[src/logic/mbrm_defines.svh]
`ifndef MBRM_DEFINES_SVH
`define MBRM_DEFINES_SVH
// register byte offsets on the avalon slave
`define MBRM_OFF_CTRL 8'h00
`define MBRM_OFF_SERCFG 8'h04
`define MBRM_OFF_KIND 8'h08
`define MBRM_OFF_ADDR 8'h0c
`define MBRM_OFF_QTY 8'h10
`define MBRM_OFF_RESPTO 8'h14
`define MBRM_OFF_GAPTO 8'h18
`define MBRM_OFF_STATUS 8'h1c
`define MBRM_OFF_IRQST 8'h20
`define MBRM_OFF_IRQMSK 8'h24
`define MBRM_OFF_PACK 8'h28
`define MBRM_OFF_ADDR2 8'h2c
// ctrl fields
`define MBRM_CTRL_GO 0
`define MBRM_CTRL_POLL 1
`define MBRM_CTRL_ABORT 2
// interrupt status bits
`define MBRM_IRQ_DONE 0
`define MBRM_IRQ_TMO 1
`define MBRM_IRQ_ERR 2
`define MBRM_IRQ_EXC 3
// timing
`define MBRM_CLK_HZ 250000000
`define MBRM_BAUD_DEF 19200
`define MBRM_DIV_DEF (`MBRM_CLK_HZ / `MBRM_BAUD_DEF)
`define MBRM_RESP_TO_MS 3000
`define MBRM_RESP_TO_CYC (`MBRM_RESP_TO_MS * (`MBRM_CLK_HZ / 1000))
`define MBRM_GAP_CHAR_X10 15
`define MBRM_GAP_CYC (`MBRM_GAP_CHAR_X10 * 11 * `MBRM_DIV_DEF / 10)
`define MBRM_MAX_BATCH 64
`define MBRM_STATION_DEF 8'h01
`endif

[src/logic/mbrm_pkg.sv]
package mbrm_pkg;
  typedef enum logic [2:0] {
    MBRM_RD_COILS = 3'h0,
    MBRM_RD_INPUTS = 3'h1,
    MBRM_RD_HOLD = 3'h2,
    MBRM_RD_INREG = 3'h3,
    MBRM_WR_BITS = 3'h4,
    MBRM_WR_WORDS = 3'h5
  } mbrm_kind_t;
  typedef enum logic [3:0] {
    MBRM_IDLE = 4'h1,
    MBRM_SEND = 4'h2,
    MBRM_WAIT = 4'h4,
    MBRM_RECV = 4'h8
  } mbrm_state_t;
  typedef struct packed {
    mbrm_kind_t kind;
    logic [7:0] station;
    logic [15:0] addr;
    logic [15:0] qty;
  } mbrm_req_t;
  typedef struct packed {
    logic stop2;
    logic [1:0] parity;
    logic [17:0] div;
  } mbrm_ser_t;
endpackage

[src/logic/mbrm_poller.sv]
// The register addresses and register access over Avalon-MM are this design's own decisions.
`timescale 1ns/1ps
`default_nettype none
`include "mbrm_defines.svh"
module mbrm_poller #(
  parameter int unsigned RESP_TO_CYC = `MBRM_RESP_TO_CYC,
  parameter int unsigned GAP_CYC = `MBRM_GAP_CYC,
  parameter int unsigned MAX_BATCH = `MBRM_MAX_BATCH,
  parameter int unsigned TXB_DEPTH = 16,
  parameter int unsigned RXB_DEPTH = 32
) (
  input wire logic CLK,
  input wire logic RESET,
  input wire logic CE,
  input wire logic [7:0] AVS_ADDRESS,
  input wire logic AVS_READ,
  input wire logic AVS_WRITE,
  input wire logic [31:0] AVS_WRITEDATA,
  output logic [31:0] AVS_READDATA,
  output logic AVS_WAITREQUEST,
  output logic IRQ,
  output logic TXD,
  output logic TXD_OE,
  input wire logic RXD
);
  localparam int TW = $clog2(TXB_DEPTH);
  localparam int RW = $clog2(RXB_DEPTH);

  function automatic logic [15:0] crc_upd(input logic [15:0] c,
                                          input logic [7:0] b);
    logic [15:0] r;
    r = c ^ {8'h00, b};
    for (int i = 0; i < 8; i++) begin
      r = r[0] ? ((r >> 1) ^ 16'ha001) : (r >> 1);
    end
    return r;
  endfunction

  mbrm_pkg::mbrm_state_t state;
  mbrm_pkg::mbrm_req_t req;
  mbrm_pkg::mbrm_ser_t ser;
  logic poll;
  logic [31:0] resp_to, gap_to, rsp_cnt, gap_cnt;
  logic [7:0] pack_gap;
  logic [3:0] irq_st, irq_mask;
  logic [7:0] txb [TXB_DEPTH];
  logic [7:0] rxb [RXB_DEPTH];
  logic [7:0] idx;
  logic [RW:0] rx_len;
  logic [15:0] crc_tx, crc_rx;
  logic [11:0] tx_sh;
  logic [3:0] tx_bits, rx_bits;
  logic [17:0] tx_cnt, rx_cnt;
  logic tx_busy, rx_busy, rx_done, rx_bad;
  logic [10:0] rx_sh;

  // bus decode: one wait cycle, then the answer at the waitrequest-low edge
  wire acc = (AVS_READ | AVS_WRITE) & AVS_WAITREQUEST & CE;
  wire wr = AVS_WRITE & ~AVS_WAITREQUEST & CE;
  wire [31:0] wd = AVS_WRITEDATA;
  wire sel_txb = AVS_ADDRESS[7:6] == 2'b01;
  wire sel_rxb = AVS_ADDRESS[7];
  wire wr_ctrl = wr & (AVS_ADDRESS == `MBRM_OFF_CTRL);
  wire wr_irq = wr & (AVS_ADDRESS == `MBRM_OFF_IRQST);
  wire go = wr_ctrl & wd[`MBRM_CTRL_GO];
  wire abort = wr_ctrl & wd[`MBRM_CTRL_ABORT];
  wire [TW-1:0] txb_i = AVS_ADDRESS[TW+1:2];
  wire [RW-1:0] rxb_i = AVS_ADDRESS[RW+1:2];

  // reference merge arithmetic
  wire [16:0] end_ref = {1'b0, req.addr} + {1'b0, req.qty};
  wire [16:0] a2 = {1'b0, wd[15:0]};
  wire [16:0] merged = a2 - {1'b0, req.addr} + 17'h00001;
  wire merge_ok = (a2 >= end_ref) && ((a2 - end_ref) <= {9'h000, pack_gap})
                  && (merged <= 17'(MAX_BATCH));

  // frame content selection
  wire multi = req.qty > 16'h0001;
  wire is_bit_wr = req.kind == mbrm_pkg::MBRM_WR_BITS;
  wire is_word_wr = req.kind == mbrm_pkg::MBRM_WR_WORDS;
  wire multi_wr = multi & (is_bit_wr | is_word_wr);
  wire [15:0] pdu_addr = req.addr - 16'h0001;
  wire [15:0] bits_bc = (req.qty + 16'h0007) >> 3;
  wire [7:0] bc = is_bit_wr ? bits_bc[7:0] : {req.qty[6:0], 1'b0};
  wire [7:0] body_len = multi_wr ? bc + 8'h07 : 8'h06;
  logic [7:0] fc, body_byte;
  always_comb begin
    case (req.kind)
      mbrm_pkg::MBRM_RD_COILS: fc = 8'h01;
      mbrm_pkg::MBRM_RD_INPUTS: fc = 8'h02;
      mbrm_pkg::MBRM_RD_HOLD: fc = 8'h03;
      mbrm_pkg::MBRM_RD_INREG: fc = 8'h04;
      mbrm_pkg::MBRM_WR_BITS: fc = multi ? 8'h0f : 8'h05;
      mbrm_pkg::MBRM_WR_WORDS: fc = multi ? 8'h10 : 8'h06;
      default: fc = 8'h01;
    endcase
  end
  // byte sequence: station, function, address, count (the value for single writes), then byte count and data for multi writes
  always_comb begin
    case (idx)
      8'h00: body_byte = req.station;
      8'h01: body_byte = fc;
      8'h02: body_byte = pdu_addr[15:8];
      8'h03: body_byte = pdu_addr[7:0];
      8'h04: body_byte = multi_wr | ~(is_bit_wr | is_word_wr) ? req.qty[15:8]
                       : is_bit_wr ? {8{txb[0][0]}} : txb[0];
      8'h05: body_byte = multi_wr | ~(is_bit_wr | is_word_wr) ? req.qty[7:0]
                       : is_bit_wr ? 8'h00 : txb[1];
      8'h06: body_byte = bc;
      default: body_byte = txb[TW'(idx - 8'h07)];
    endcase
  end
  // check bytes follow the body, low byte first
  wire [7:0] tx_byte = (idx < body_len) ? body_byte
                     : (idx == body_len) ? crc_tx[7:0] : crc_tx[15:8];
  wire in_send = state == mbrm_pkg::MBRM_SEND;
  wire tx_load = CE & in_send & ~tx_busy & (idx < body_len + 8'h02);
  wire send_end = CE & in_send & ~tx_busy & ~tx_load;
  wire rsp_exp = CE & (state == mbrm_pkg::MBRM_WAIT) & ~rx_busy
                 & (rsp_cnt >= resp_to);
  wire frame_end = CE & (state == mbrm_pkg::MBRM_RECV) & ~rx_busy & ~rx_done
                   & (gap_cnt >= gap_to);
  // a framing error on the closing byte also spoils the reply
  wire rx_ok = (crc_rx == 16'h0000) && (rx_len >= (RW+1)'(5))
               && (rxb[0] == req.station) && ~rx_bad;
  wire good = rx_ok & (rxb[1] == fc);
  wire exc = rx_ok & (rxb[1] == {1'b1, fc[6:0]});
  wire [3:0] ev = {frame_end & exc, frame_end & ~good & ~exc, rsp_exp,
                   frame_end & good};
  wire par_bit = ser.parity[1] ? ~^tx_byte : ^tx_byte;
  wire [3:0] nbits = 4'd10 + {3'd0, |ser.parity} + {3'd0, ser.stop2};
  wire [3:0] rx_nb = 4'd9 + {3'd0, |ser.parity};

  // bus answer: waitrequest drops for exactly one cycle per request
  always_ff @(posedge CLK or posedge RESET) begin
    if (RESET) begin
      AVS_WAITREQUEST <= 1'b1;
    end else if (CE) begin
      AVS_WAITREQUEST <= ~acc;
    end
  end

  // read data mux, captured at the answer
  always_ff @(posedge CLK or posedge RESET) begin
    if (RESET) begin
      AVS_READDATA <= 32'h0000_0000;
    end else if (acc) begin
      case (1'b1)
        sel_rxb: AVS_READDATA <= {24'h0, rxb[rxb_i]};
        sel_txb: AVS_READDATA <= {24'h0, txb[txb_i]};
        AVS_ADDRESS == `MBRM_OFF_CTRL: AVS_READDATA <= {16'h0, req.station,
                                                        6'h0, poll, 1'b0};
        AVS_ADDRESS == `MBRM_OFF_SERCFG: AVS_READDATA <= {11'h0, ser};
        AVS_ADDRESS == `MBRM_OFF_KIND: AVS_READDATA <= {29'h0, req.kind};
        AVS_ADDRESS == `MBRM_OFF_ADDR: AVS_READDATA <= {16'h0, req.addr};
        AVS_ADDRESS == `MBRM_OFF_QTY: AVS_READDATA <= {16'h0, req.qty};
        AVS_ADDRESS == `MBRM_OFF_RESPTO: AVS_READDATA <= resp_to;
        AVS_ADDRESS == `MBRM_OFF_GAPTO: AVS_READDATA <= gap_to;
        AVS_ADDRESS == `MBRM_OFF_STATUS: AVS_READDATA <= {16'h0,
            8'(rx_len), 4'h0, state};
        AVS_ADDRESS == `MBRM_OFF_IRQST: AVS_READDATA <= {28'h0, irq_st};
        AVS_ADDRESS == `MBRM_OFF_IRQMSK: AVS_READDATA <= {28'h0, irq_mask};
        AVS_ADDRESS == `MBRM_OFF_PACK: AVS_READDATA <= {24'h0, pack_gap};
        default: AVS_READDATA <= 32'h0000_0000;
      endcase
    end
  end

  // configuration registers
  always_ff @(posedge CLK or posedge RESET) begin
    if (RESET) begin
      req <= '{mbrm_pkg::MBRM_RD_COILS, `MBRM_STATION_DEF, 16'h0001,
               16'h0001};
      ser <= '{1'b0, 2'b00, 18'(`MBRM_DIV_DEF)};
      poll <= 1'b0;
      resp_to <= RESP_TO_CYC;
      gap_to <= GAP_CYC;
      pack_gap <= 8'h00;
      irq_mask <= 4'h0;
    end else if (wr) begin
      if (wr_ctrl) begin
        poll <= wd[`MBRM_CTRL_POLL];
        req.station <= wd[15:8];
      end
      case (AVS_ADDRESS)
        `MBRM_OFF_SERCFG: ser <= wd[20:0];
        `MBRM_OFF_KIND: req.kind <= mbrm_pkg::mbrm_kind_t'(wd[2:0]);
        `MBRM_OFF_ADDR: req.addr <= wd[15:0];
        `MBRM_OFF_QTY: req.qty <= wd[15:0];
        `MBRM_OFF_RESPTO: resp_to <= wd;
        `MBRM_OFF_GAPTO: gap_to <= wd;
        `MBRM_OFF_IRQMSK: irq_mask <= wd[3:0];
        // interval kept below the largest batch
        `MBRM_OFF_PACK: pack_gap <= (wd[7:0] < 8'(MAX_BATCH)) ? wd[7:0]
                                    : 8'(MAX_BATCH - 1);
        `MBRM_OFF_ADDR2: if (merge_ok) req.qty <= merged[15:0];
        default: ;
      endcase
    end
  end

  // buffer stores
  always_ff @(posedge CLK) begin
    if (wr & sel_txb) txb[txb_i] <= wd[7:0];
    // bytes past the buffer are dropped so the station byte survives
    if (CE & rx_done & ~rx_len[RW] & (state == mbrm_pkg::MBRM_RECV)) begin
      rxb[rx_len[RW-1:0]] <= rx_sh[8:1];
    end
  end

  // sticky events, set wins over a write-one clear
  always_ff @(posedge CLK or posedge RESET) begin
    if (RESET) begin
      irq_st <= 4'h0;
      IRQ <= 1'b0;
    end else if (CE) begin
      irq_st <= (irq_st & ~(wr_irq ? wd[3:0] : 4'h0)) | ev;
      IRQ <= |(irq_st & irq_mask);
    end
  end

  // exchange sequencer
  always_ff @(posedge CLK or posedge RESET) begin
    if (RESET) begin
      state <= mbrm_pkg::MBRM_IDLE;
      idx <= 8'h00;
      crc_tx <= 16'hffff;
      crc_rx <= 16'hffff;
      rsp_cnt <= 32'h0;
      rx_len <= '0;
      TXD_OE <= 1'b0;
    end else if (CE) begin
      TXD_OE <= in_send;
      if (tx_load) begin
        idx <= idx + 8'h01;
        if (idx < body_len) crc_tx <= crc_upd(crc_tx, tx_byte);
      end
      rsp_cnt <= (state == mbrm_pkg::MBRM_WAIT) ? rsp_cnt + 32'h1 : 32'h0;
      if (rx_done & (state == mbrm_pkg::MBRM_RECV)) begin
        crc_rx <= crc_upd(crc_rx, rx_sh[8:1]);
        if (rx_len < (RW+1)'(RXB_DEPTH)) rx_len <= rx_len + 1'b1;
      end
      case (state)
        // only a software start leaves idle
        mbrm_pkg::MBRM_IDLE: if (go) begin
          state <= mbrm_pkg::MBRM_SEND;
          idx <= 8'h00;
          crc_tx <= 16'hffff;
        end
        mbrm_pkg::MBRM_SEND: if (send_end) begin
          state <= mbrm_pkg::MBRM_WAIT;
          rx_len <= '0;
          crc_rx <= 16'hffff;
        end
        mbrm_pkg::MBRM_WAIT: if (rx_busy) begin
          state <= mbrm_pkg::MBRM_RECV;
        end else if (rsp_exp) begin
          state <= mbrm_pkg::MBRM_SEND;
          idx <= 8'h00;
          crc_tx <= 16'hffff;
        end
        mbrm_pkg::MBRM_RECV: if (frame_end) begin
          state <= (poll | ~good) ? mbrm_pkg::MBRM_SEND
                   : mbrm_pkg::MBRM_IDLE;
          idx <= 8'h00;
          crc_tx <= 16'hffff;
        end
        default: state <= mbrm_pkg::MBRM_IDLE;
      endcase
      if (abort) state <= mbrm_pkg::MBRM_IDLE;
    end
  end

  // transmitter: start, eight data bits, parity when enabled, one or two stops
  always_ff @(posedge CLK or posedge RESET) begin
    if (RESET) begin
      tx_sh <= 12'hfff;
      tx_busy <= 1'b0;
      tx_bits <= 4'h0;
      tx_cnt <= 18'h0;
    end else if (CE) begin
      if (tx_load) begin
        tx_sh <= {2'b11, |ser.parity ? par_bit : 1'b1, tx_byte, 1'b0};
        tx_busy <= 1'b1;
        tx_bits <= nbits;
        tx_cnt <= ser.div;
      end else if (tx_busy) begin
        tx_cnt <= (tx_cnt == 18'h1) ? ser.div : tx_cnt - 18'h1;
        if (tx_cnt == 18'h1) begin
          tx_sh <= {1'b1, tx_sh[11:1]};
          tx_bits <= tx_bits - 4'h1;
          tx_busy <= tx_bits != 4'h1;
        end
      end
    end
  end
  assign TXD = tx_sh[0];

  // receiver samples mid-bit; gap counter runs while the line rests
  always_ff @(posedge CLK or posedge RESET) begin
    if (RESET) begin
      rx_busy <= 1'b0;
      rx_done <= 1'b0;
      rx_bad <= 1'b0;
      rx_sh <= 11'h0;
      rx_bits <= 4'h0;
      rx_cnt <= 18'h0;
      gap_cnt <= 32'h0;
    end else if (CE) begin
      rx_done <= 1'b0;
      gap_cnt <= rx_busy ? 32'h0 : gap_cnt + 32'h1;
      if (~rx_busy & ~RXD) begin
        rx_busy <= 1'b1;
        rx_cnt <= {1'b0, ser.div[17:1]};
        rx_bits <= rx_nb;
      end else if (rx_busy) begin
        rx_cnt <= (rx_cnt == 18'h1) ? ser.div : rx_cnt - 18'h1;
        if (rx_cnt == 18'h1) begin
          // start lands in bit 0, data in bits 8:1, then parity when enabled, and stop
          rx_sh[rx_nb - rx_bits] <= RXD;
          rx_bits <= rx_bits - 4'h1;
          if (rx_bits == 4'h0) begin
            rx_busy <= 1'b0;
            rx_done <= RXD;
            rx_bad <= ~RXD;
          end
        end
      end
    end
  end

  // checks
  chk_station_first: assert property (@(posedge CLK) disable iff (RESET)
    tx_load && idx == 8'h00 |-> tx_byte == req.station)
    else $error("first byte is not the station");
  chk_fc_second: assert property (@(posedge CLK) disable iff (RESET)
    tx_load && idx == 8'h01 |-> tx_byte == fc)
    else $error("second byte is not the function");
  chk_words_fc: assert property (@(posedge CLK) disable iff (RESET)
    tx_load && idx == 8'h01 && is_word_wr && multi |-> tx_byte == 8'h10)
    else $error("multi word write not 0x10");
  chk_bits_fc: assert property (@(posedge CLK) disable iff (RESET)
    tx_load && idx == 8'h01 && is_bit_wr && multi |-> tx_byte == 8'h0f)
    else $error("multi bit write not 0x0f");
  chk_addr_minus: assert property (@(posedge CLK) disable iff (RESET)
    tx_load && idx == 8'h03 |-> tx_byte == 8'(req.addr - 16'h1))
    else $error("address low byte wrong");
  chk_crc_low: assert property (@(posedge CLK) disable iff (RESET)
    tx_load && idx == body_len |-> tx_byte == crc_tx[7:0])
    else $error("check low byte not first");
  chk_timeout_resend: assert property (@(posedge CLK) disable iff (RESET)
    rsp_exp && !abort |=> in_send && irq_st[`MBRM_IRQ_TMO] && idx == 8'h00)
    else $error("timeout did not resend");
  chk_poll_repeat: assert property (@(posedge CLK) disable iff (RESET)
    frame_end && poll && !abort |=> in_send)
    else $error("polling stopped");
  chk_idle_silent: assert property (@(posedge CLK) disable iff (RESET)
    state == mbrm_pkg::MBRM_IDLE && !go |=> !in_send ##1 !TXD_OE)
    else $error("frame sent without a start");
  chk_bus_answer: assert property (@(posedge CLK) disable iff (RESET)
    acc |=> !AVS_WAITREQUEST ##1 AVS_WAITREQUEST)
    else $error("bus answer not one cycle");
  cov_good_reply: cover property (@(posedge CLK) disable iff (RESET)
    frame_end && good);
  cov_timeout: cover property (@(posedge CLK) disable iff (RESET) rsp_exp);
  cov_multi_write: cover property (@(posedge CLK) disable iff (RESET)
    tx_load && multi_wr && idx == 8'h06);
endmodule
`default_nettype wire

[config.mk]
export PLATFORM = sky130hd
export DESIGN_NAME = mbrm_poller
export DESIGN_NICKNAME = d
export VERILOG_FILES = /design/src/logic/mbrm_pkg.sv /design/src/logic/mbrm_poller.sv
export VERILOG_INCLUDE_DIRS = /design/src /design/src/logic
export SDC_FILE = /design/constraint.sdc
export NUM_CORES = 2
export LEC_CHECK = 0
export BUFFER_PORTS_ARGS = -buffer_cell sky130_fd_sc_hd__buf_2
export CAP_MARGIN = 15
export CORE_UTILIZATION = 64
export CTS_CLUSTER_DIAMETER = 100
export CTS_CLUSTER_SIZE = 24
export DETAILED_ROUTE_END_ITERATION = 10
export PLACE_DENSITY = 0.89
export SYNTH_ARGS = -nofsm -noshare
export SYNTH_HDL_FRONTEND = slang
export SYNTH_SLANG_ARGS = --single-unit
[constraint.sdc]
create_clock -name CLK -period 18.7 [get_ports CLK]
set_input_delay 4.675 -clock CLK [delete_from_list [all_inputs] [get_ports CLK]]
set_output_delay 4.675 -clock CLK [all_outputs]
set_load 0.01 [all_outputs]
==> out/metrics.yaml <==
grt:
  antenna_found_initial: 5
  grt.met3_usage: 0.08620
  grt_pass1_vias: 28379
  grt-busiest-layer: "met2"
  grt_max_degree: 169
  gr-usage-met2: 0.5360
  grtUsageMet1: 0.4825
  grt_usage: 0.3557
  grt_pass1_wl_um: 171600
  grt-ovfl-total: 0
synthesis:
  yosysWarnings: 0
  synth_top_family_by_area: "multiplexers"
  synth_mux_area_frac: 0.1288
  synth_area_per_cell_um2: 11.93
  synth_top_area_cell: "edfxtp_1"
  synth_compound_area_frac: 0.1126
  synth-xor-area-share: 0.04264
  synth_top_area_share: 0.2868
  ys_top_cells_by_area: "edfxtp_1 (29%), dfrtp_1 (18%), mux4_2 (8.5%)"
  syn-cell-area_um2: 40200
  yosys.area_share.simple: 0.1136
  synthCells: 3371
  ys_seq_area_frac: 0.5133
  ys_ff_latch: 744
  ys.flop_type: "edfxtp_1"
  synth_enable_flop_cells: 384
  async_reset_ff_frac: 0.4839
  yosysUniqueCellTypes: 106
  yosys.area_share.adder: 0.05677
  synth_nets: 3597
pwr:
  vdd_drop_max_mv: 0.09809
  p_switching_mw: 1.310
  power_frac_comb: 0.268
  clockPowerShare: 0.247
  fin_total_pwr_mw: 4.074
  power.internal_mw: 2.764
  power.leakage_nw: 15.93
  p_per_area_nw_per_um2: 95.41
  seqPwrFrac: 0.486
  switching_share: 0.3216
clock_tree:
  cts_resized: 0
  clockRootBuffer: "clkbuf_16"
  clk_pin_slew_worst_paths_ps: 100
  cts_buffer_depth: 3
  cts_buffers: 40
  cts_tree: "built"
  cts_setup_buffers: 0
  clock_latency_ps: 670
  htree_num_levels: 2
  clock_sinks: 744
  postCtsHoldBufs: 0
worst_hold_path:
  hold_depth: 2
  hold_class: "reg2reg"
sta:
  tns_ps: 0
  setup_viol: 0
  fin_crit_ps: 8648
  max_slew_margin: 0.1856
  slew_viol_final: 0
  worst_pin_slew_ps: 1217
  skew_ps: 78.70
  period_share: 0.4624
  hold_viol: 0
  clock.fmax_mhz: 115.6
  rsz0062_at_grt: "no"
route:
  via_per_inst: 6.962
  drt-initial-drc-count: 4280
  drtAntennaViolNets: 0
  drc: 0
  via_count: 29581
  first_pass_iters: 7
  wl_per_cell_um: 26.60
  finalWirelength_um: 113000
run_status:
  status: "finished, final reports clean"
cells_and_area:
  layout.cells.most_common: "edfxtp_1"
  area_growth_pct: 6.212
  drive_gt1_frac: 0.1712
  nNetsFinal: 3609
  n_antenna_cell: 0
  final_cell_mix: "edfxtp_1 (384), nand2_1 (314), dfrtp_1 (282), nor2_1 (225), o21ai_0 (194)"
  fillers: 4166
critical_path:
  reg2regPathDepth: 21
  end_kind: "flop"
  critPathArrivalTime_ps: 9150
  critical_path.startpoint_type: "input port"
  path_class: "in2reg"
  critPathRequiredTime_ps: 19200
  path_max_fanout: 22
  rrSetupSlack_ps: 12020
job:
  drv_cap: 0
floorplan:
  start_util: 0.6491
  num_io_pins: 82
  die_height_um: 252.6
  die_w_um: 252.6
  core-area_um2: 61940
  dieArea_um2: 63820
  row_count: 91
placement:
  place.gp.congestion: 0.9782
  port_buffers: 81
  place_hpwl_um: 77840
==> layer usage <==
metal | routed length (µm) | vias up
li1 | - | 12628
met1 | 42010 | 14445
met2 | 50990 | 2068
met3 | 13450 | 432
met4 | 6542 | 8
met5 | 40 | -
==> power by group through the flow <==
stage          combinational [mW]  clock [mW]  sequential, mW
2_1_floorplan               0.828           0            1.97
3_3_place_gp                 1.03           0            2.00
3_5_place_dp                 1.06           0            2.01
4_1_cts                      1.07        1.01            1.97
5_1_grt                      1.18        1.06            1.99
6_report                     1.09        1.01            1.98
==> cells in the mapped netlist, types with 26 or more instances <==
master / count
nand3_1: 81
clkbuf_1: 121
ha_1: 176
o21ai_0: 195
mux4_2: 152
nand4_1: 41
a21oi_1: 161
dfstp_2: 77
a22oi_1: 44
nand2_1: 314
xor2_1: 87
nor2b_1: 26
dfrtp_1: 283
nor2_1: 229
edfxtp_1: 384
mux2_2: 122
a22o_1: 40
xnor2_1: 99
nor3_1: 60
inv_1: 163
nor4_1: 33
a21o_1: 36
mux2i_1: 38
==> cell families (layout without fill, tap and decap cells) <==
kind of cell,count (synthesis),after routing
xor gates and xnor gates,190,190
adders and majority gates,180,180
muxes,312,312
AOI/OAI and AO/OA,683,683
buffers and inverters,323,364
and+or+nand+nor,939,939
DFF,744,744
==> state kept, by name, indices dropped and copies added (netlist names), 18 cells and up <==
register / cells
resp_to: 32
AVS_READDATA: 32
tx_cnt: 18
rx_cnt: 18
gap_to: 32
gap_cnt: 32
rsp_cnt: 32
req: 43
rxb: 256
ser: 21
txb: 128
==> through the flow <==
stage	worst slack, ps	instance area (µm²)	hold slack (ps)	util	std cells
6_report	10050	42700	485.7	0.6894	4249
5_1_grt	9797	42700	502.6	0.6894	4249
4_1_cts	10160	42600	484.8	0.6878	4242
3_5_place_dp	9556	41330	466.4	0.6672	4171
3_3_place_gp	9617	41330	458.5	0.6672	4171
2_1_floorplan	4162	40200	443.3	-	3371
==> worst max-delay path, cell delays in order <==
cell      delay (ps)
buf_2            390
inv_1            260
ha_1             280
fa_1             420
nor2b_1          140
o21a_1           140
o21ai_0          160
a211oi_1         280
a21oi_1          110
a21oi_1          330
mux2_2           380
o32a_1           340
nor4_1           290
o2111a_1         240
a22oi_1          140
buf_4            250
mux2_2           290
==> cell type report <==
type	instances	area (µm²)	area share
Tap cell	837	1047	0.02453
Inverter	164	623.1	0.01459
Multi-Input combinational cell	2304	18290	0.4283
Sequential cell	744	20640	0.4833
Clock buffer	61	1090	0.02552
Clock inverter	10	186.4	0.004366
Timing Repair Buffer	129	829.5	0.01943
==> final timing paths <==
check,to,startpoint
max,req[9]$_DFFE_PP0P_,AVS_WRITEDATA[0]
max in group asynchronous,gap_to[29]$_DFFE_PP0P_,RESET
min reg2reg,tx_sh[0]$_DFFE_PP1P_,tx_sh[1]$_DFFE_PP1P_
max reg2reg,tx_bits[3]$_DFFE_PP0P_,req[42]$_DFFE_PP0P_
min,tx_sh[0]$_DFFE_PP1P_,tx_sh[1]$_DFFE_PP1P_
min in group asynchronous,ser[15]$_DFFE_PP0P_,RESET
Note: power is estimated with default switching activity, not from simulation.
